`src/core/twal_regs.vh`:
```
/*
 * Constants for the alternate-space twin-word load unit: instruction
 * fields, space identifiers, trap codes and the register map.
 * Assumes a 32-bit instruction word in the usual load/store format.
 */
`ifndef TWAL_REGS_VH
`define TWAL_REGS_VH

// Instruction fields
`define TWAL_OP_HI 31
`define TWAL_OP_LO 30
`define TWAL_OP_MEM 2'h3
`define TWAL_RD_HI 29
`define TWAL_RD_LO 25
`define TWAL_OP3_HI 24
`define TWAL_OP3_LO 19
`define TWAL_OP3_TWIN 6'h13
`define TWAL_RS1_HI 18
`define TWAL_RS1_LO 14
`define TWAL_IBIT 13
`define TWAL_ASI_HI 12
`define TWAL_ASI_LO 5
`define TWAL_RS2_HI 4
`define TWAL_RS2_LO 0
`define TWAL_IMM_HI 12
`define TWAL_IMM_SIGN 12
`define TWAL_IMM_LO 0

// Space identifier checks
`define TWAL_ASI_UNRESTR_BIT 7
`define TWAL_ASI_PRIV_LO 8'h30
`define TWAL_ASI_PRIV_HI 8'h7F
`define TWAL_TWINX_AIUP 8'h22
`define TWAL_TWINX_AIUS 8'h23
`define TWAL_TWINX_ALIAS 8'h24
`define TWAL_TWINX_REAL 8'h26
`define TWAL_TWINX_N 8'h27
`define TWAL_TWINX_P 8'hE2
`define TWAL_TWINX_S 8'hE3

// Alignment of the twin-word access
`define TWAL_ALIGN_BITS 3

// Trap codes
`define TWAL_TRAP_NONE 3'h0
`define TWAL_TRAP_UNIMPL 3'h1
`define TWAL_TRAP_ILLEGAL 3'h2
`define TWAL_TRAP_MISALIGN 3'h3
`define TWAL_TRAP_PRIV 3'h4
`define TWAL_TRAP_DACCESS 3'h5

// Register map (byte addresses)
`define TWAL_REG_CTRL 4'h0
`define TWAL_REG_STATUS 4'h4
`define TWAL_REG_MASK 4'h8
`define TWAL_REG_COUNT 4'hC
`define TWAL_CTRL_RST 1'h1
`define TWAL_CTRL_EN_BIT 0
`define TWAL_EVT_W 3
`define TWAL_EVT_DONE 0
`define TWAL_EVT_TRAP 1
`define TWAL_EVT_REDIR 2

`endif

```
`src/core/twal_unit.v`:
```
/*
 * Decode, check and execute logic for the alternate-space twin-word
 * load, with a classic Wishbone register slave and one interrupt.
 * Assumes the pipeline presents the instruction with its source
 * operands, space register and privilege bit in the same cycle, and
 * that the memory path returns both words in one indivisible access.
 */
`timescale 1ns/1ps
`include "twal_regs.vh"

// Behaviour
// - Opcode subfield 01 0011 selects this path
// - Word at EA to even, EA+4 to odd
// - Upper 32 bits of both registers cleared
// - Destination zero writes only register one
// - Select bit 0: field space, rs1+rs2
// - Select bit 1: space register, rs1+imm
// - Little-endian spaces swap each word separately
// - Without hardware support, always unimplemented trap
// - Odd destination raises illegal instruction trap
// - Non-doubleword-aligned address raises misaligned trap
// - Both words fetched in one atomic access
// - User mode, space bit 7 clear: privilege trap
// - Privileged, space 30..7F: privilege trap
// - Only listed spaces valid, else data trap
// - Space 24 aliases twin-extended nucleus 27
// - Twin-extended space with select 0 redirects
// - Nontranslating spaces raise data access trap
module twal_unit #(
	parameter HW_IMPL = 1,
	parameter NUM_SPACES = 18,
	// Valid spaces, entry k at bits 8k+7:8k; defaults are plain choices
	parameter [NUM_SPACES*8-1:0] SPACE_LIST = {
		8'h89, 8'h88, 8'h83, 8'h82, 8'h8B, 8'h8A,
		8'h81, 8'h80, 8'h1D, 8'h15, 8'h1C, 8'h14,
		8'h19, 8'h18, 8'h11, 8'h10, 8'h0C, 8'h04},
	// One flag per entry of the list above: entry is little-endian
	parameter [NUM_SPACES-1:0] SPACE_LE = 18'h2AAAA
) (
	input wire clk_i,
	input wire rst_i,
	// Pipeline issue side
	input wire issue_valid_i,
	input wire [31:0] instr_i,
	input wire [63:0] src1_val_i,
	input wire [63:0] src2_val_i,
	input wire [7:0] space_reg_i,
	input wire privilege_state_bit_i,
	output wire issue_ready_o,
	output wire twin_match_o,
	output wire [4:0] first_source_field_o,
	output wire [4:0] second_source_field_o,
	// Memory path
	output reg mem_req_o,
	output reg mem_atomic_o,
	output reg [63:0] mem_addr_o,
	output reg [7:0] mem_space_o,
	input wire mem_ack_i,
	input wire mem_err_i,
	input wire [63:0] mem_rdata_i,
	// Register write-back
	output reg wb_even_we_o,
	output reg [4:0] wb_even_idx_o,
	output reg [63:0] wb_even_data_o,
	output reg wb_odd_we_o,
	output reg [4:0] wb_odd_idx_o,
	output reg [63:0] wb_odd_data_o,
	// Trap report
	output reg trap_valid_o,
	output reg [2:0] trap_code_o,
	// Redirect to the twin-extended load
	output reg redir_valid_o,
	output reg [63:0] redir_addr_o,
	output reg [7:0] redir_space_o,
	output reg [4:0] redir_rd_o,
	// Classic Wishbone slave
	input wire wb_cyc_i,
	input wire wb_stb_i,
	input wire wb_we_i,
	input wire [3:0] wb_adr_i,
	input wire [3:0] wb_sel_i,
	input wire [31:0] wb_dat_i,
	output reg [31:0] wb_dat_o,
	output reg wb_ack_o,
	output wire irq_o
);

	// Two states suffice: the unit keeps at most one access outstanding,
	// which is what keeps the pair of words one indivisible read
	localparam S_IDLE = 1'b0; // Ready for a new instruction
	localparam S_MEM = 1'b1; // Waiting for the memory path

	// State held across cycles
	reg state_q; // Execution state
	reg [4:0] rd_q; // Even destination of the load in flight
	reg le_q; // Load in flight uses little-endian space
	reg enable_q; // Software enable of the hardware path
	reg [`TWAL_EVT_W-1:0] status_q; // Sticky events
	reg [`TWAL_EVT_W-1:0] mask_q; // Interrupt mask
	// Wraps silently; software reads differences, not absolute values
	reg [31:0] count_q; // Completed loads
	reg [`TWAL_EVT_W-1:0] evt; // Events of this cycle

	// Instruction fields
	// Decoded combinationally from the word presented with the issue
	wire [1:0] op = instr_i[`TWAL_OP_HI:`TWAL_OP_LO];
	wire [5:0] opcode_subfield = instr_i[`TWAL_OP3_HI:`TWAL_OP3_LO];
	wire [4:0] rd = instr_i[`TWAL_RD_HI:`TWAL_RD_LO];
	wire imm_sel = instr_i[`TWAL_IBIT];
	wire [7:0] imm_space = instr_i[`TWAL_ASI_HI:`TWAL_ASI_LO];
	// Offset overlaps the space field; the select bit says which one counts
	wire [12:0] signed_offset_immediate = instr_i[`TWAL_IMM_HI:`TWAL_IMM_LO];

	assign twin_match_o = (op == `TWAL_OP_MEM) && (opcode_subfield == `TWAL_OP3_TWIN);
	assign first_source_field_o = instr_i[`TWAL_RS1_HI:`TWAL_RS1_LO];
	assign second_source_field_o = instr_i[`TWAL_RS2_HI:`TWAL_RS2_LO];
	// A new instruction waits while a memory access is outstanding;
	// trap and redirect answers need no memory, so those issue back to back
	assign issue_ready_o = (state_q == S_IDLE);

	// Instruction accepted on this edge
	wire take = issue_valid_i && twin_match_o && issue_ready_o;

	// Field space and register-pair address when select is 0
	// Space register and sign-extended offset when select is 1
	wire [63:0] imm_ext = {{51{signed_offset_immediate[`TWAL_IMM_SIGN]}}, signed_offset_immediate};
	wire [7:0] space_raw = imm_sel ? space_reg_i : imm_space;
	// The sum wraps at 64 bits like any address add
	wire [63:0] eff_addr = src1_val_i + (imm_sel ? imm_ext : src2_val_i);

	// Alias folds onto the twin-extended nucleus space
	// Folding early lets every later check see a single code
	wire [7:0] space = (space_raw == `TWAL_TWINX_ALIAS) ? `TWAL_TWINX_N : space_raw;

	// Twin-extended space identifiers; their little-endian forms are not
	// accepted by this load and fall through to the data access trap
	wire is_twinx = (space == `TWAL_TWINX_AIUP) || (space == `TWAL_TWINX_AIUS) ||
		(space == `TWAL_TWINX_REAL) || (space == `TWAL_TWINX_N) ||
		(space == `TWAL_TWINX_P) || (space == `TWAL_TWINX_S);

	// Compare against each listed space
	// One comparator per entry; the list is a parameter so it can be trimmed
	wire [NUM_SPACES-1:0] hit;
	genvar g;
	generate
		for (g = 0; g < NUM_SPACES; g = g + 1) begin : g_space
			assign hit[g] = (space == SPACE_LIST[g*8 +: 8]);
		end
	endgenerate

	// Nontranslating spaces are not listed, so they trap
	wire space_ok = (|hit) || is_twinx;
	// Little-endian flag of the matching entry
	wire space_le = |(hit & SPACE_LE);

	// Privilege checks on the selected space
	// Bit 7 clear marks a restricted space in user mode
	wire priv_bad = privilege_state_bit_i ?
		((space >= `TWAL_ASI_PRIV_LO) && (space <= `TWAL_ASI_PRIV_HI)) :
		!space[`TWAL_ASI_UNRESTR_BIT];

	// Doubleword alignment
	// The low three address bits must all be zero
	wire misaligned = |eff_addr[`TWAL_ALIGN_BITS-1:0];

	// Select bit 0 with a twin-extended space goes elsewhere
	// The alias is folded first, so its code redirects as well
	wire redirect = is_twinx && !imm_sel;

	// Trap selection in priority order; the hardware path can be
	// switched off by software to force emulation
	// Priority: unimplemented, destination, privilege, space, alignment
	reg [2:0] trap_sel;
	always @* begin
		trap_sel = `TWAL_TRAP_NONE;
		if (HW_IMPL == 0 || !enable_q) begin
			trap_sel = `TWAL_TRAP_UNIMPL;
		end else if (rd[0]) begin
			trap_sel = `TWAL_TRAP_ILLEGAL;
		// Space not open to the current mode
		end else if (priv_bad) begin
			trap_sel = `TWAL_TRAP_PRIV;
		// Space not listed for this load
		end else if (!space_ok || (is_twinx && imm_sel)) begin
			// Select 1 with a twin-extended space is undefined; trapping is the safe answer
			trap_sel = `TWAL_TRAP_DACCESS;
		end else if (misaligned && !redirect) begin
			// The redirected load checks its own wider alignment
			trap_sel = `TWAL_TRAP_MISALIGN;
		end
	end

	// Byte swap within one 32-bit word
	// The lowest-addressed byte moves to bits 7:0
	function [31:0] swap32;
		input [31:0] w;
		begin
			swap32 = {w[7:0], w[15:8], w[23:16], w[31:24]};
		end
	endfunction

	// Lower address word sits in the high half of the memory data,
	// so the even register always gets the lower address
	wire [31:0] word_lo_addr = mem_rdata_i[63:32];
	wire [31:0] word_hi_addr = mem_rdata_i[31:0];
	// Memory answer for the access in flight
	wire fin = (state_q == S_MEM) && mem_ack_i;

	// Execution state machine and memory request
	// Address and space are captured so they stay stable while memory stalls
	always @(posedge clk_i) begin
		if (rst_i) begin
			// No access outstanding after reset
			state_q <= S_IDLE;
			mem_req_o <= 1'b0;
			mem_atomic_o <= 1'b0;
			mem_addr_o <= 64'h0;
			mem_space_o <= 8'h00;
			rd_q <= 5'h00;
			le_q <= 1'b0;
		end else begin
			case (state_q)
				// Wait for an accepted load
				S_IDLE: begin
					// A trapped load never reaches memory
					if (take && trap_sel == `TWAL_TRAP_NONE && !redirect) begin
						state_q <= S_MEM;
						mem_req_o <= 1'b1;
						// Single locked access covers both words
						mem_atomic_o <= 1'b1;
						mem_addr_o <= eff_addr;
						mem_space_o <= space;
						rd_q <= rd;
						le_q <= space_le;
					end
				end
				// One access in flight; issue is stalled
				S_MEM: begin
					// Request holds until the memory path answers
					if (mem_ack_i) begin
						state_q <= S_IDLE;
						mem_req_o <= 1'b0;
						mem_atomic_o <= 1'b0;
					end
				end
				// Unused code: fall back to idle instead of hanging
				default: begin
					state_q <= S_IDLE;
				end
			endcase
		end
	end

	// Write-back, trap and redirect outputs, one-cycle pulses
	always @(posedge clk_i) begin
		if (rst_i) begin
			// Pulses low, data and indices cleared
			wb_even_we_o <= 1'b0;
			wb_odd_we_o <= 1'b0;
			wb_even_idx_o <= 5'h00;
			wb_odd_idx_o <= 5'h00;
			wb_even_data_o <= 64'h0;
			wb_odd_data_o <= 64'h0;
			trap_valid_o <= 1'b0;
			trap_code_o <= `TWAL_TRAP_NONE;
			redir_valid_o <= 1'b0;
			redir_addr_o <= 64'h0;
			redir_space_o <= 8'h00;
			redir_rd_o <= 5'h00;
		end else begin
			// Each pulse falls unless set again below
			wb_even_we_o <= 1'b0;
			wb_odd_we_o <= 1'b0;
			trap_valid_o <= 1'b0;
			redir_valid_o <= 1'b0;
			// Trap report one cycle after the take
			if (take && trap_sel != `TWAL_TRAP_NONE) begin
				trap_valid_o <= 1'b1;
				trap_code_o <= trap_sel;
			// Handed over to the twin-extended load
			end else if (take && redirect) begin
				redir_valid_o <= 1'b1;
				redir_addr_o <= eff_addr;
				redir_space_o <= space;
				redir_rd_o <= rd;
			end
			// Memory answer: one cycle after the held request is met
			if (fin && mem_err_i) begin
				// Failed access leaves both registers untouched
				trap_valid_o <= 1'b1;
				trap_code_o <= `TWAL_TRAP_DACCESS;
			// Clean answer: write both halves of the pair, only the odd half when the destination is zero
			end else if (fin) begin
				wb_even_we_o <= (rd_q != 5'h00);
				wb_odd_we_o <= 1'b1;
				wb_even_idx_o <= rd_q;
				wb_odd_idx_o <= {rd_q[4:1], 1'b1};
				wb_even_data_o <= {32'h0, le_q ? swap32(word_lo_addr) : word_lo_addr};
				wb_odd_data_o <= {32'h0, le_q ? swap32(word_hi_addr) : word_hi_addr};
			end
		end
	end

	// Events of this cycle, one bit per status flag; the status
	// register below keeps them until software reads them
	always @* begin
		evt = {`TWAL_EVT_W{1'b0}};
		// Clean completion, trap of either kind, hand-over
		evt[`TWAL_EVT_DONE] = fin && !mem_err_i;
		evt[`TWAL_EVT_TRAP] = (take && trap_sel != `TWAL_TRAP_NONE) || (fin && mem_err_i);
		evt[`TWAL_EVT_REDIR] = take && trap_sel == `TWAL_TRAP_NONE && redirect;
	end

	// New request; the ack term keeps a held strobe from being served twice
	wire bus_req = wb_cyc_i && wb_stb_i && !wb_ack_o;
	// Writes only use the lowest byte lane
	wire wr_lane0 = bus_req && wb_we_i && wb_sel_i[0];
	// Status read, which clears the sticky flags
	wire rd_status = bus_req && !wb_we_i && (wb_adr_i == `TWAL_REG_STATUS);

	// Register slave: answers every access one cycle after the strobe
	always @(posedge clk_i) begin
		if (rst_i) begin
			// Hardware path enabled, no events, nothing unmasked
			wb_ack_o <= 1'b0;
			wb_dat_o <= 32'h0;
			enable_q <= `TWAL_CTRL_RST;
			mask_q <= {`TWAL_EVT_W{1'b0}};
			status_q <= {`TWAL_EVT_W{1'b0}};
			count_q <= 32'h0;
		end else begin
			// Acknowledge lasts one cycle
			wb_ack_o <= bus_req;
			// A read clears the status, but an event in the same cycle wins
			status_q <= (rd_status ? {`TWAL_EVT_W{1'b0}} : status_q) | evt;
			// Counts clean completions only
			if (evt[`TWAL_EVT_DONE]) begin
				count_q <= count_q + 32'h1;
			end
			// Register writes; other addresses are acknowledged and ignored
			if (wr_lane0 && wb_adr_i == `TWAL_REG_CTRL) begin
				enable_q <= wb_dat_i[`TWAL_CTRL_EN_BIT];
			// Mask bits follow the status layout
			end else if (wr_lane0 && wb_adr_i == `TWAL_REG_MASK) begin
				mask_q <= wb_dat_i[`TWAL_EVT_W-1:0];
			end
			// Read data; unmapped addresses read as zero
			// Status returns its value from before the clear
			if (bus_req && wb_adr_i == `TWAL_REG_CTRL) begin
				wb_dat_o <= {31'h0, enable_q};
			end else if (bus_req && wb_adr_i == `TWAL_REG_STATUS) begin
				wb_dat_o <= {29'h0, status_q};
			end else if (bus_req && wb_adr_i == `TWAL_REG_MASK) begin
				wb_dat_o <= {29'h0, mask_q};
			end else if (bus_req && wb_adr_i == `TWAL_REG_COUNT) begin
				wb_dat_o <= count_q;
			end else begin
				wb_dat_o <= 32'h0;
			end
		end
	end

	// Level interrupt while any unmasked event is pending
	// Cleared by reading status; the mask only gates the output
	assign irq_o = |(status_q & mask_q);

endmodule // twal_unit

```
`config.mk`:
```
export PLATFORM = sky130hd
export DESIGN_NAME = twal_unit
export DESIGN_NICKNAME = d
export VERILOG_FILES = /design/src/core/twal_unit.v
export VERILOG_INCLUDE_DIRS = /design/src /design/src/core
export SDC_FILE = /design/constraint.sdc
export NUM_CORES = 1
export LEC_CHECK = 0
export BUFFER_PORTS_ARGS = -buffer_cell sky130_fd_sc_hd__buf_2
export CORE_AREA = 2 2 240 242
export CTS_CLUSTER_SIZE = 10
export DETAILED_ROUTE_END_ITERATION = 10
export DIE_AREA = 0 0 242 244
export PLACE_DENSITY = 0.5
export SLEW_MARGIN = 25
export SYNTH_ARGS = -nofsm -noshare
export SYNTH_HDL_FRONTEND = slang
export SYNTH_SLANG_ARGS = --single-unit
```
`constraint.sdc`:
```
create_clock -name clk_i -period 8.3 [get_ports clk_i]
set_input_delay 1.245 -clock clk_i [delete_from_list [all_inputs] [get_ports clk_i]]
set_output_delay 1.245 -clock clk_i [all_outputs]
set_load 0.1 [all_outputs]
```
# Word-level counts from Yosys, hierarchy flattened
# Cells that the tools add are included.
[op_classes]
add_sub_neg = 2
n_mul = 0
div_mod_pow = 0
order_cmp = 2
eq_ne = 32
shift = 0
n_mux = 28
n_bitwise = 8
reduce_logical = 61
[ops]
columns = ["operator", "n"]
rows = [
  ["$eq A8 B8 Y1 const B", 10],
  ["$add A64 B64 Y64", 1],
  ["$eq A8 B5 Y1 const B", 8],
  ["$mux W32", 2],
  ["$mux W64", 1],
  ["$eq A8 B6 Y1 const B", 5],
  ["$add A32 B1 Y32 const B", 1],
  ["$mux W3", 10],
  ["$logic_and A1 B1 Y1", 27],
  ["$reduce_or A18 Y1", 1],
  ["$mux W8", 2],
  ["$mux W1", 10],
  ["$reduce_and A2 Y1", 5],
  ["$reduce_or A3 Y1", 3],
  ["$reduce_or A9 Y1", 1],
  ["$eq A4 B4 Y1 const B", 2],
  ["$eq A8 B3 Y1 const B", 1],
  ["$eq A8 B4 Y1 const B", 1],
  ["$ge A8 B6 Y1 const B", 1],
  ["$le A8 B7 Y1 const B", 1],
  ["$logic_or A1 B1 Y1", 8],
  ["$logic_not A1 Y1", 7],
  ["$eq A6 B5 Y1 const B", 1],
  ["$not A1 Y1", 6],
  ["15 further kinds", 18],
]
[totals]
ff_bits = 310
latchBits = 0
ram_bits = 0
mem_bits_ro = 0
input_bits = 281
output_inout_bits = 342
word_cells = 160
mem_count = 0

# Longest topological paths before layout
# Gate-level depths: netlist of run 1.
[logic_depth]
depth_word = 22
ltp_mapped = 17
depth_no_buf = 13

# Worst setup path after synthesis of run 1
# Ideal clock, no wire load.
[synth_timing]
kind = "input -> register"
startpoint = "in instr_i[24]"
endpoint = "reg redir_addr_o[46]"
setup_ps = 70
t_arrival_ps = 6102
required_time_ps = 8230
setup_slack_ps = 2128
path_stages = 10
path_buffers = 3
cell_sequence = "nand2b_1 nor4_1 nand3_1 nor3b_1 and3_1 clkbuf_1 buf_2 buf_2 nand3_1 a21oi_1"
[synth_between]
elab_chain_cells = 7
word_cells_on_any_way = 8
cone_classes = "eq/ne: 1; bitwise: 1; reduce/logical: 6"
[synth_rtl]
columns = ["item", "line", "source"]
rows = [
  ["from (decl)", "twal_unit.v:44", "input wire [31:0] instr_i,"],
  ["$eq A6 B5 Y1 (no line) *", "--", ""],
  ["$logic_and A1 B1 Y1 *", "twal_unit.v:114", "assign twin_match_o = (op == `TWAL_OP_MEM) && (opcode_subfield == `TWAL_OP3_TWIN);"],
  ["net twin_match_o", "twal_unit.v:50", "output wire twin_match_o,"],
  ["$logic_and A1 B1 Y1 * (2 in a row)", "twal_unit.v:122", "wire take = issue_valid_i && twin_match_o && issue_ready_o;"],
  ["$logic_and A1 B1 Y1 (no line)", "--", ""],
  ["$not A1 Y1 (no line)", "--", ""],
  ["$reduce_and A2 Y1 (no line) *", "--", ""],
  ["to (signal assigned)", "twal_unit.v:283", "redir_addr_o <= eff_addr;"],
  ["to (decl)", "twal_unit.v:73", "output reg [63:0] redir_addr_o,"],
]
# Mark *: on every way through the listed nets, which the timed path passes. The rest lies on a longest branch.
# A chain may end at the register's enable or synchronous reset.

# Worst setup path after layout of run 1
[layout_timing]
startpoint = "in instr_i[13]"
endpoint = "reg redir_addr_o[48]"
[layout_between]
elab_chain_cells = 21
word_cells_on_any_way = 59
cone_classes = "add/sub: 1; order compare: 2; eq/ne: 25; mux: 9; bitwise: 1; reduce/logical: 21"
[layout_rtl]
columns = ["item"]
rows = [
  ["branches (longest 21 deep; another with $add A64 B64 Y64)"],
]
# Parallel ways; which one is timed is not known.

==> flow_summary_export.csv, run 1 <==
group,metric,value,unit
placement,dpl_cell_area,0.0195,mm2
global_route,grt_overflow,0,
pwr,power.density,183,mW/mm2
sta,rsz0062_at_grt,"no",
routing,wire_per_inst,18.4,um
sta,finalMaxSlewViolations,0,
floorplan,ios,623,
critical_path,required,8730,ps
clock_tree,cts_hold_buf,0,
floorplan,core,0.0562,mm2
yosys,synth_edf_count,0,
sta,min_period,5620,ps
routing,wl_met3,4.13,mm
pwr,p_leak,0.00911,uW
placement,numPortBuffers,516,
sta,finalCritPeriodShare,67.7,%
finish,layout.nets,2864,
routing,vias,16390,
clock_tree,htree_levels,2,
sta,setup_viol,0,
floorplan,placementRows,87,
critical_path,start_kind,"primary input",
clock_tree,postCtsSetupBuffers,0,
critical_path,crit_arrival,6050,ps
critical_path,endpoint,"redir_addr_o[48]$_SDFFE_PP0P_",
critical_path,ff2ff_path_depth,7,
finish,stdcell_count,3291,
sta,layout_setup_ws,2680,ps
yosys,synth_top_family_by_area,"compound AO/OA/AOI/OAI gates",
global_route,grt_pass1_vias,15810,
critical_path,timing.rr.end,"redir_space_o[6]$_SDFFE_PP0P_",
finish,syn2layout_area_growth,23.7,%
yosys,ys_warn_count,0,
yosys,synthFlopType,"dfxtp_1",
routing,viasPerCell,4.98,
sta,tns,0,ps
yosys,synth_xor_area_share,3.51,%
routing,wl_met2,29.2,mm
placement,dp.cells,3233,
yosys,synth_mux_area_share,5.92,%
global_route,grt_max_degree,116,
floorplan,die_height,244,um
yosys,yosys.area.top_type_share,36.6,%
critical_path,crit_start,"instr_i[13]",
routing,routed.top_layer,"met4",
clock_tree,clkTransAtPathRegs,60,ps
routing,firstDrtPassIters,5,
yosys,synthTopCellsByArea,"dfxtp_1, nand2_1, a21oi_1, mux2i_1, ha_1",
clock_tree,cts_max_path_buffers,3,
worst_hold_path,hold_class,"flip-flop to flip-flop",
pwr,fin_total_pwr,3790,uW
finish,fin_area,0.0207,mm2
critical_path,critPathMaxFanout,54,
global_route,grt_antenna_before_repair,3,
placement,pre_cts_slack,2160,ps
global_route,grt_pass1_wl,91.1,mm
routing,met1_length,25.8,mm
run_status,status,"finished clean",
yosys,ys_seq_elements,306,
routing,antenna_left,0,
floorplan,die_area,0.0590,mm2
routing,wirelength,60.7,mm
yosys,synth_cells,2090,
critical_path,r2r_slack,5280,ps
floorplan,die_x,242,um
yosys,yosysSeqAreaShare,36.6,%
clock_tree,cts_made_buffers,39,
routing,drt_first_iter_violations,792,
clock_tree,post_cts_resized,0,
critical_path,critPathCaptureType,"flip-flop",
finish,drive_gt1_share,25.0,%
yosys,netlist_area,0.0167,mm2
global_route,track_usage,19.4,%
clock_tree,root_buffer,"clkbuf_16",
sta,worst_slew_pin_slew,998,ps
finish,n_fill_cell,5948,
yosys,ys_types,72,
critical_path,reg2reg_from,"state_q$_SDFF_PP0_",
clock_tree,cts.sinks,306,
floorplan,initial_core_util,29.8,%
critical_path,critical_path_class,"primary input to flip-flop",
yosys,yosys.area_share.simple,20.1,%
yosys,synth-adder-area-share,4.90,%
sta,fmaxAchievable,178,MHz
sta,hold_viol,0,
clock_tree,cts_tree,"yes",
sta,relSlewSlack,33.5,%
sta,fin_skew,17.1,ps
run,cap_violations,0,
yosys,synth_compound_area_share,20.4,%
yosys,synth.largest_area_cell,"dfxtp_1",
yosys,async_flop_share,0,%
placement,gp_congestion,0.936,
yosys,syn_area_per_cell,8.01,um2
clock_tree,clock_latency,560,ps
routing,drc,0,
placement,dp_hpwl,45.5,mm
pwr,ir_drop,0.000132,V
==> stage by stage <==
stage	util (%)	hold WS [ps]
final	36.9	450
after global routing	36.9	467
after CTS	36.8	454
after detailed placement	34.7	446
after global placement	34.7	441
after floorplan	-	435
==> layout make-up <==
type                            instances  area, um2  share of cell area (%)
Tap cell                              756        946                    4.57
Inverter                               73        274                    1.32
Clock buffer                           48       1070                    5.17
Multi-Input combinational cell       1567       9470                    45.7
Sequential cell                       306       6130                    29.6
Timing Repair Buffer                  531       2710                    13.1
Clock inverter                          8        108                   0.519
Antenna cell                            2       5.00                  0.0242
==> critical path: stages <==
cell	delay, ps
buf_2	490
buf_4	550
mux2_2	400
ha_1	350
a21o_1	220
a21o_1	170
a21oi_1	330
nand4_1	260
o21ai_0	540
a2111oi_2	220
o311ai_0	870
nor2b_1	260
o211ai_1	110
==> cells in the final DEF, fill, tap and decap left out, drive strengths merged, types with 6 or more instances in the layout <==
| master | synthesis | final |
|---|---|---|
| buf | 121 | 530 |
| dfxtp | 306 | 306 |
| nand2 | 280 | 280 |
| a21oi | 190 | 190 |
| nor2 | 185 | 185 |
| o21ai | 115 | 115 |
| a211oi | 83 | 83 |
| mux2i | 81 | 81 |
| inv | 73 | 74 |
| nand3 | 66 | 66 |
| ha | 64 | 64 |
| conb | 1 | 64 |
| clkbuf | 86 | 49 |
| a21o | 43 | 43 |
| xor2 | 39 | 39 |
| and2 | 35 | 35 |
| xnor2 | 28 | 28 |
| nand4 | 25 | 25 |
| nor3 | 25 | 25 |
| and3 | 21 | 21 |
| or3 | 19 | 19 |
| mux2 | 16 | 16 |
| a31oi | 16 | 16 |
| o21bai | 13 | 13 |
| o211ai | 12 | 12 |
| nor2b | 12 | 12 |
| o21a | 12 | 12 |
| nand2b | 9 | 9 |
| o31ai | 9 | 9 |
| o311ai | 8 | 8 |
| or2 | 8 | 8 |
| or4 | 8 | 8 |
| and4 | 7 | 7 |
| nor4 | 7 | 7 |
| nand3b | 6 | 6 |
| o2111ai | 6 | 6 |
| nand4b | 6 | 6 |
==> per-layer routing <==
| layer | vias up | track usage (%) |
|---|---|---|
| met5 | - | 0 |
| met4 | 0 | 5.43 |
| met3 | 91 | 4.82 |
| met2 | 576 | 34.0 |
| met1 | 7668 | 23.6 |
| li1 | 8055 | - |
==> registers in the layout, summed over array words and instances (netlist names) <==
register / flops
mem_addr_o: 64
redir_addr_o: 64
count_q: 32
wb_dat_o: 32
wb_even_data_o: 32
wb_odd_data_o: 32
mem_space_o: 8
redir_space_o: 8
rd_q: 5
redir_rd_o: 5
wb_even_idx_o: 5
mask_q: 3
status_q: 3
trap_code_o: 3
enable_q: 1
le_q: 1
mem_atomic_o: 1
redir_valid_o: 1
state_q: 1
trap_valid_o: 1
wb_ack_o: 1
wb_even_we_o: 1
wb_odd_idx_o: 1
wb_odd_we_o: 1
==> report_power, final <==
part	switching (uW)	internal (uW)	total [uW]
sequential	0.170	1470	1470
combinational	510	219	729
clock	655	939	1590
==> logic make-up after synthesis <==
group                      count (synthesis)
other                                      1
muxes                                     97
and+or+nand+nor                          727
adders and majority gates                 65
DFF                                      306
xor gates and xnor gates                  67
AOI/OAI and AO/OA                        547
buffers and inverters                    280
==> cell usage after synthesis, types with 9 or more instances <==
library cell  count
or3_1            19
mux2_2           16
inv_1            73
o31ai_1           9
xor2_1           39
mux2i_1          81
nor3_1           24
a21o_1           42
nor2b_1          12
and2_1           34
dfxtp_1         306
a21oi_1         190
xnor2_1          28
a31oi_1          16
buf_4            83
nand3_1          66
and3_1           21
o21bai_1         13
nor2_1          185
nand2_1         279
o21a_1           12
o211ai_1         12
ha_1             64
o21ai_0         113
clkbuf_1         86
buf_2            19
nand2b_1          9
nand4_1          25
a211oi_1         83
buf_1            13
==> how the worst min path moves through the flow <==
stage	from	to	slack (ps)	depth (start not counted)
2_1_floorplan	rd_q[0]$_SDFFE_PP0P_	wb_even_idx_o[0]$_SDFFE_PP0P_	440	2
3_3_place_gp	redir_addr_o[34]$_SDFFE_PP0P_	redir_addr_o[34]$_SDFFE_PP0P_	440	2
3_5_place_dp	mem_addr_o[29]$_SDFFE_PP0P_	mem_addr_o[29]$_SDFFE_PP0P_	450	2
4_1_cts	mem_addr_o[16]$_SDFFE_PP0P_	mem_addr_o[16]$_SDFFE_PP0P_	450	2
5_1_grt	mem_addr_o[30]$_SDFFE_PP0P_	mem_addr_o[30]$_SDFFE_PP0P_	470	2
6_report	redir_addr_o[23]$_SDFFE_PP0P_	redir_addr_o[23]$_SDFFE_PP0P_	450	2
Note: power is estimated with default switching activity, not from simulation.
==> run 2: changes to the inputs <==
ABC_AREA = 1   (was not set)
CORE_AREA = 2 2 239 241   (was 2 2 240 242)
DIE_AREA = 0 0 241 243   (was 0 0 242 244)
PLACE_DENSITY = 0.55   (was 0.5)
clock period = 4.75 ns   (was 8.3 ns; I/O delays follow)
==> run 2 against run 1 <==
Effect of this change: sequential share of layout area down 2.2 points; routed wire length increased by 16%; design area grew 8.0%; clock power is 67% higher; largest cell class unchanged; power up 77%.
==> flow_summary_export.csv, run 2 <==
group,metric,value,unit
routing,drc,0,
yosys,yosysMostFrequentCell,"nand2_1",
global_route,grt_pass1_wl,104,mm
sta,layout_setup_ws,1100,ps
yosys,synthTopCellsByArea,"dfxtp_1, nand2_1, nor2_1, inv_1, ha_1",
global_route,track_usage,23.1,%
global_route,grt_antenna_before_repair,8,
floorplan,die_height,243,um
clock_tree,cts_max_path_buffers,3,
clock_tree,postCtsSetupBuffers,0,
yosys,netlist_area,0.0184,mm2
sta,fmaxAchievable,274,MHz
clock_tree,htree_levels,2,
pwr,power.density,299,mW/mm2
finish,n_fill_cell,6328,
routing,viasPerCell,4.60,
critical_path,start_kind,"primary input",
yosys,yosys.area.top_type_share,33.4,%
floorplan,initial_core_util,32.8,%
routing,wirelength,70.2,mm
yosys,synth_cells,2965,
sta,fin_skew,14.6,ps
finish,fin_area,0.0224,mm2
yosys,synth_xor_area_share,2.58,%
floorplan,placementRows,87,
sta,finalCritPeriodShare,76.9,%
yosys,synth_edf_count,0,
worst_hold_path,hp-start,"instr_i[29]",
run,cap_violations,0,
finish,layout_common_cells,"nand2_1, buf_2, nor2_1, inv_1, dfxtp_1",
clock_tree,post_cts_resized,0,
yosys,ys_types,46,
yosys,synth_common_cells,"nand2_1, nor2_1, inv_1",
critical_path,reg2reg_from,"state_q$_SDFF_PP0_",
floorplan,core,0.0560,mm2
clock_tree,cts.sinks,306,
finish,reg_top3,"mem_addr_o: 64 flops, redir_addr_o: 64 flops",
critical_path,ff2ff_path_depth,14,
sta,setup_viol,0,
placement,pre_cts_slack,510,ps
clock_tree,cts_made_buffers,38,
yosys,ys_seq_elements,306,
sta,finalMaxSlewViolations,0,
worst_hold_path,hold_class,"primary input to flip-flop",
sta,worst_slew_pin_slew,887,ps
sta,min_period,3650,ps
clock_tree,cts_tree,"yes",
critical_path,r2r_slack,1850,ps
global_route,grt_max_degree,132,
run_status,status,"finished clean",
yosys,synthFlopType,"dfxtp_1",
routing,drt_first_iter_violations,1258,
routing,wire_per_inst,16.7,um
global_route,grt_pass1_vias,17792,
yosys,synth-adder-area-share,4.47,%
placement,dpl_cell_area,0.0213,mm2
yosys,synth_compound_area_share,11.8,%
finish,layout.nets,3764,
global_route,grt_overflow,0,
routing,firstDrtPassIters,5,
yosys,synth_top_family_by_area,"simple AND/OR/NAND/NOR gates",
pwr,p_leak,0.0119,uW
clock_tree,cts_hold_buf,0,
placement,dp_hpwl,55.2,mm
yosys,syn_area_per_cell,6.19,um2
sta,relSlewSlack,40.9,%
critical_path,critical_path_class,"primary input to flip-flop",
critical_path,crit_arrival,4130,ps
sta,tns,0,ps
finish,syn2layout_area_growth,22.0,%
pwr,ir_drop,0.000199,V
critical_path,critPathMaxFanout,73,
yosys,ys_warn_count,0,
routing,antenna_left,0,
yosys,yosys.area_share.simple,34.2,%
yosys,synth_mux_area_share,0,%
placement,gp_congestion,0.986,
worst_hold_path,holdPathEnd,"redir_rd_o[4]$_SDFFE_PP0P_",
finish,drive_gt1_share,17.7,%
finish,final_common_cell,"nand2_1",
sta,rsz0062_at_grt,"no",
yosys,synth.largest_area_cell,"dfxtp_1",
critical_path,timing.rr.end,"count_q[29]$_SDFFE_PP0P_",
critical_path,required,5230,ps
floorplan,die_x,241,um
finish,final_util,40.0,%
floorplan,ios,623,
clock_tree,clkTransAtPathRegs,50,ps
clock_tree,clock_latency,550,ps
yosys,async_flop_share,0,%
routing,vias,19310,
sta,hold_viol,0,
yosys,yosysSeqAreaShare,33.4,%
placement,numPortBuffers,516,
floorplan,die_area,0.0586,mm2
clock_tree,root_buffer,"clkbuf_16",
critical_path,critPathCaptureType,"flip-flop",
worst_hold_path,holdPathStages,3,
==> run 2: changes by cell type after synthesis, moves of 26 or more <==
cell,previous run,this run
nand2_1,279,903
nor2_1,185,510
inv_1,73,375
a211oi_1,83,0
mux2i_1,81,0
a21oi_1,190,125
a31oi_1,16,73
a21o_1,42,5
o21ai_0,113,147
and2_1,34,1
xnor2_1,28,2
==> run 2: cell type report <==
class	instances	area, um2	share of cell area, %
diodes	5	12.5	0.0559
clock buffers	49	1030	4.62
clock inverters	6	48.8	0.218
inverters	376	1420	6.34
multi-input cells	2158	9990	44.7
flip-flops and latches	306	6130	27.4
well taps	756	946	4.23
repair buffers	538	2800	12.5
==> run 2: cells by family (layout without fill, tap and decap cells) <==
logic type / after synthesis / count (layout)
simple gates: 1583 / 1583
buf+inv: 564 / 969
compound gates: 392 / 392
flops: 306 / 306
fa+ha+maj: 65 / 65
xor+xnor: 54 / 54
other cells: 1 / 69
==> run 2: layer usage <==
metal	global-route usage [%]	vias up	part of all wire [%]
li1	-	10002	-
met3	4.84	110	7.6
met2	37.2	676	45
met5	0	-	0.053
met4	7.97	6	3.3
met1	30.4	8516	44
==> run 2: critical path, stage by stage <==
cell and delay, ps:
buf_2 320, inv_4 130, buf_12 210, o21ai_0 310, ha_1 350, a21oi_1 280
o21ai_0 150, a21oi_1 220, nand2_1 250, nand2_1 110, nand3_1 210, nand2_1 130
nand2_1 80, xor2_1 440, nor2_1 100, nor2_1 110
==> run 2: per-stage QoR <==
stage	std cells	power [uW]	hold WS, ps
2_1_floorplan	3028	3650	431
3_3_place_gp	4134	4090	424
3_5_place_dp	4134	4080	425
4_1_cts	4189	6770	408
5_1_grt	4192	7010	426
6_report	4194	6700	430
==> run 2: how the worst max path moves through the flow <==
stage,cells past startpoint,from,to,slack (ps)
2_1_floorplan,19,instr_i[13],redir_addr_o[38]$_SDFFE_PP0P_,1130
3_3_place_gp,17,instr_i[13],mem_addr_o[50]$_SDFFE_PP0P_,530
3_5_place_dp,17,instr_i[13],redir_addr_o[50]$_SDFFE_PP0P_,510
4_1_cts,17,instr_i[13],redir_addr_o[50]$_SDFFE_PP0P_,1070
5_1_grt,15,instr_i[13],mem_addr_o[38]$_SDFFE_PP0P_,760
6_report,16,instr_i[13],redir_addr_o[37]$_SDFFE_PP0P_,1100
==> run 2: report_power, final <==
| group | internal, uW | leakage, uW | switching [uW] |
|---|---|---|---|
| combinational | 372 | 0.00894 | 1100 |
| clock | 1520 | 0.000534 | 1140 |
| sequential | 2570 | 0.00246 | 0.492 |
| total | 4460 | 0.0119 | 2240 |
==> run 3: changes to the inputs <==
ABC_AREA = 0   (was 1)
CORE_AREA = 2 2 241 243   (was 2 2 239 241)
DIE_AREA = 0 0 243 245   (was 0 0 241 243)
PLACE_DENSITY = 0.51   (was 0.55)
clock period = 3 ns   (was 4.75 ns; I/O delays follow)
==> run 3 against run 2 <==
Effect of this change: design area increased by 7.7%; first-iteration DRC count decreased by 31%; clock-buffer cell count increased by 1; global-route usage decreased by 2.6 points; setup slack got worse by 1100 ps; critical path depth decreased by 2; final cell count decreased by 14%; largest power group unchanged; highest routed layer unchanged.
==> flow_summary_export.csv, run 3 (same netlist as run 1, synthesis figures left out) <==
group,metric,value,unit
sta,rsz0062_at_grt,"yes",
finish,fin_area,0.0241,mm2
clock_tree,cts_tree,"yes",
pwr,ir_drop,0.000349,V
floorplan,initial_core_util,29.4,%
placement,dp_hpwl,51.0,mm
floorplan,die_x,243,um
clock_tree,cts.sinks,306,
global_route,grt.met1_usage,24.8,%
pwr,p_sw_share,30.4,%
finish,final_util,42.3,%
finish,layout_common_cells,"buf_2, dfxtp_1, buf_4, nand2_1, nor2_1",
pwr,p_leak,0.0108,uW
floorplan,placementRows,88,
clock_tree,cts_hold_buf,0,
pwr,p_int,7920,uW
sta,min_period,2990,ps
routing,antenna_left,0,
sta,fmaxAchievable,334,MHz
sta,finalCritPeriodShare,99.8,%
clock_tree,clock_latency,550,ps
finish,reg_top3,"mem_addr_o: 64 flops, redir_addr_o: 64 flops",
global_route,grt_antenna_before_repair,8,
global_route,grt_pass1_vias,17087,
critical_path,crit_arrival,3460,ps
pwr,power_frac_clock,39.1,%
critical_path,critPathMaxFanout,10,
placement,numPortBuffers,516,
pwr,p_sw,3460,uW
worst_hold_path,hold_class,"primary input to flip-flop",
routing,firstDrtPassIters,5,
global_route,top_usage_layer,"met2",
floorplan,die_area,0.0595,mm2
placement,gp_congestion,0.889,
sta,relSlewSlack,37.9,%
global_route,grt_max_degree,85,
routing,wire_per_inst,18.1,um
routing,vias,17598,
routing,drc,0,
floorplan,die_height,245,um
sta,fin_skew,12.4,ps
finish,drive_gt1_share,36.8,%
clock_tree,clkTransAtPathRegs,50,ps
global_route,grt_overflow,0,
sta,setup_viol,0,
global_route,track_usage,20.5,%
pwr,power.density,472,mW/mm2
routing,wirelength,65.3,mm
floorplan,ios,623,
critical_path,start_kind,"primary input",
sta,hold_viol,0,
critical_path,critPathCaptureType,"flip-flop",
clock_tree,root_buffer,"clkbuf_16",
clock_tree,htree_levels,2,
pwr,seqPwrFrac,35.7,%
critical_path,required,3470,ps
run_status,status,"finished clean",
global_route,use_met2,36.1,%
placement,dpl_cell_area,0.0223,mm2
routing,drt_first_iter_violations,869,
critical_path,critical_path_class,"primary input to flip-flop",
finish,syn2layout_area_growth,44.0,%
clock_tree,cts_max_path_buffers,3,
finish,regArea,0.00613,mm2
pwr,fin_total_pwr,11400,uW
sta,finalMaxSlewViolations,0,
pwr,combPwrFrac,25.1,%
run,cap_violations,0,
global_route,grt_pass1_wl,96.3,mm
finish,n_fill_cell,5896,
finish,layout.nets,3169,
floorplan,core,0.0570,mm2
routing,viasPerCell,4.87,
finish,multi_input_area,0.0103,mm2
global_route,met3_usage,4.56,%
finish,final_common_cell,"buf_2",
sta,worst_slew_pin_slew,932,ps
clock_tree,cts_made_buffers,40,
-- run 3: cell count changes in the layout (fill, tap and decap cells not counted), moves of 63 or more --
cell      change
mux2i_1      +80
o21ai_0      -63
nand2_1     -629
inv_1       -304
buf_4       +281
a211oi_1     +73
nor2_1      -330
-- run 3: power by group through the flow --
stage	Sequential (uW)	Clock, uW	Combinational [uW]
after floorplan	4160	0	1680
after global placement	4150	0	2660
after detailed placement	4150	0	2670
after CTS	4070	4580	2720
after global routing	4060	4750	3090
final	4070	4460	2860
-- run 3: worst max-delay path: stages --
cell and delay [ps]:
buf_16 130, bufbuf_16 280, buf_4 140, o21ai_4 160, ha_4 160, a21o_1 190
a31oi_2 110, or3b_4 410, a311oi_2 230, o21ai_2 150, a2111oi_4 510, o311ai_2 210
nor2b_4 170, o211ai_1 150
-- run 3: path summary, 6_finish.rpt --
path | startpoint | to | slack [ps] | depth (start not counted)
worst min register to register | mem_addr_o[32]$_SDFFE_PP0P_ | mem_addr_o[32]$_SDFFE_PP0P_ | 450 | 2
worst max-delay path | instr_i[13] | mem_addr_o[48]$_SDFFE_PP0P_ | 6 | 14
worst min-delay path | wb_dat_i[1] | mask_q[1]$_SDFFE_PP0P_ | 140 | 3
worst max register to register | count_q[3]$_SDFFE_PP0P_ | count_q[31]$_SDFFE_PP0P_ | 590 | 8
-- run 3: area by class of cell --
cell class	instances	area share, %
inverter	73	1.14
timing repair buffer	833	21.7
tap	765	3.97
sequential	306	25.4
antenna	6	0.0623
multi-input combinational	1569	42.8
clock inverter	8	0.446
clock buffer	50	4.47
-- run 3: what timing repair did --
item	4_1_cts	5_1_grt
setup buffers	2	7
setup endpoints to repair	41	66
gates cloned	1	5
pin swaps	5	39
resized for setup	14	77
-- run 3: metrics by stage --
step / setup WS [ps] / hold slack [ps] / instances / setup TNS (ps)
after floorplan: -619 / 435 / 2153 / -30450
after global routing: -115 / 135 / 3606 / -1120
after CTS: -48.5 / 104 / 3592 / -173
final: 5.54 / 136 / 3610 / 0
after global placement: -751 / 442 / 3531 / -60720
after detailed placement: -800 / 444 / 3531 / -66360
-- run 3: per-layer routing --
metal | share of wire (%) | routed length [um]
met2 | 49 | 32000
met4 | 3.0 | 1970
met5 | 0.063 | 41
met1 | 41 | 27000
met3 | 6.6 | 4280
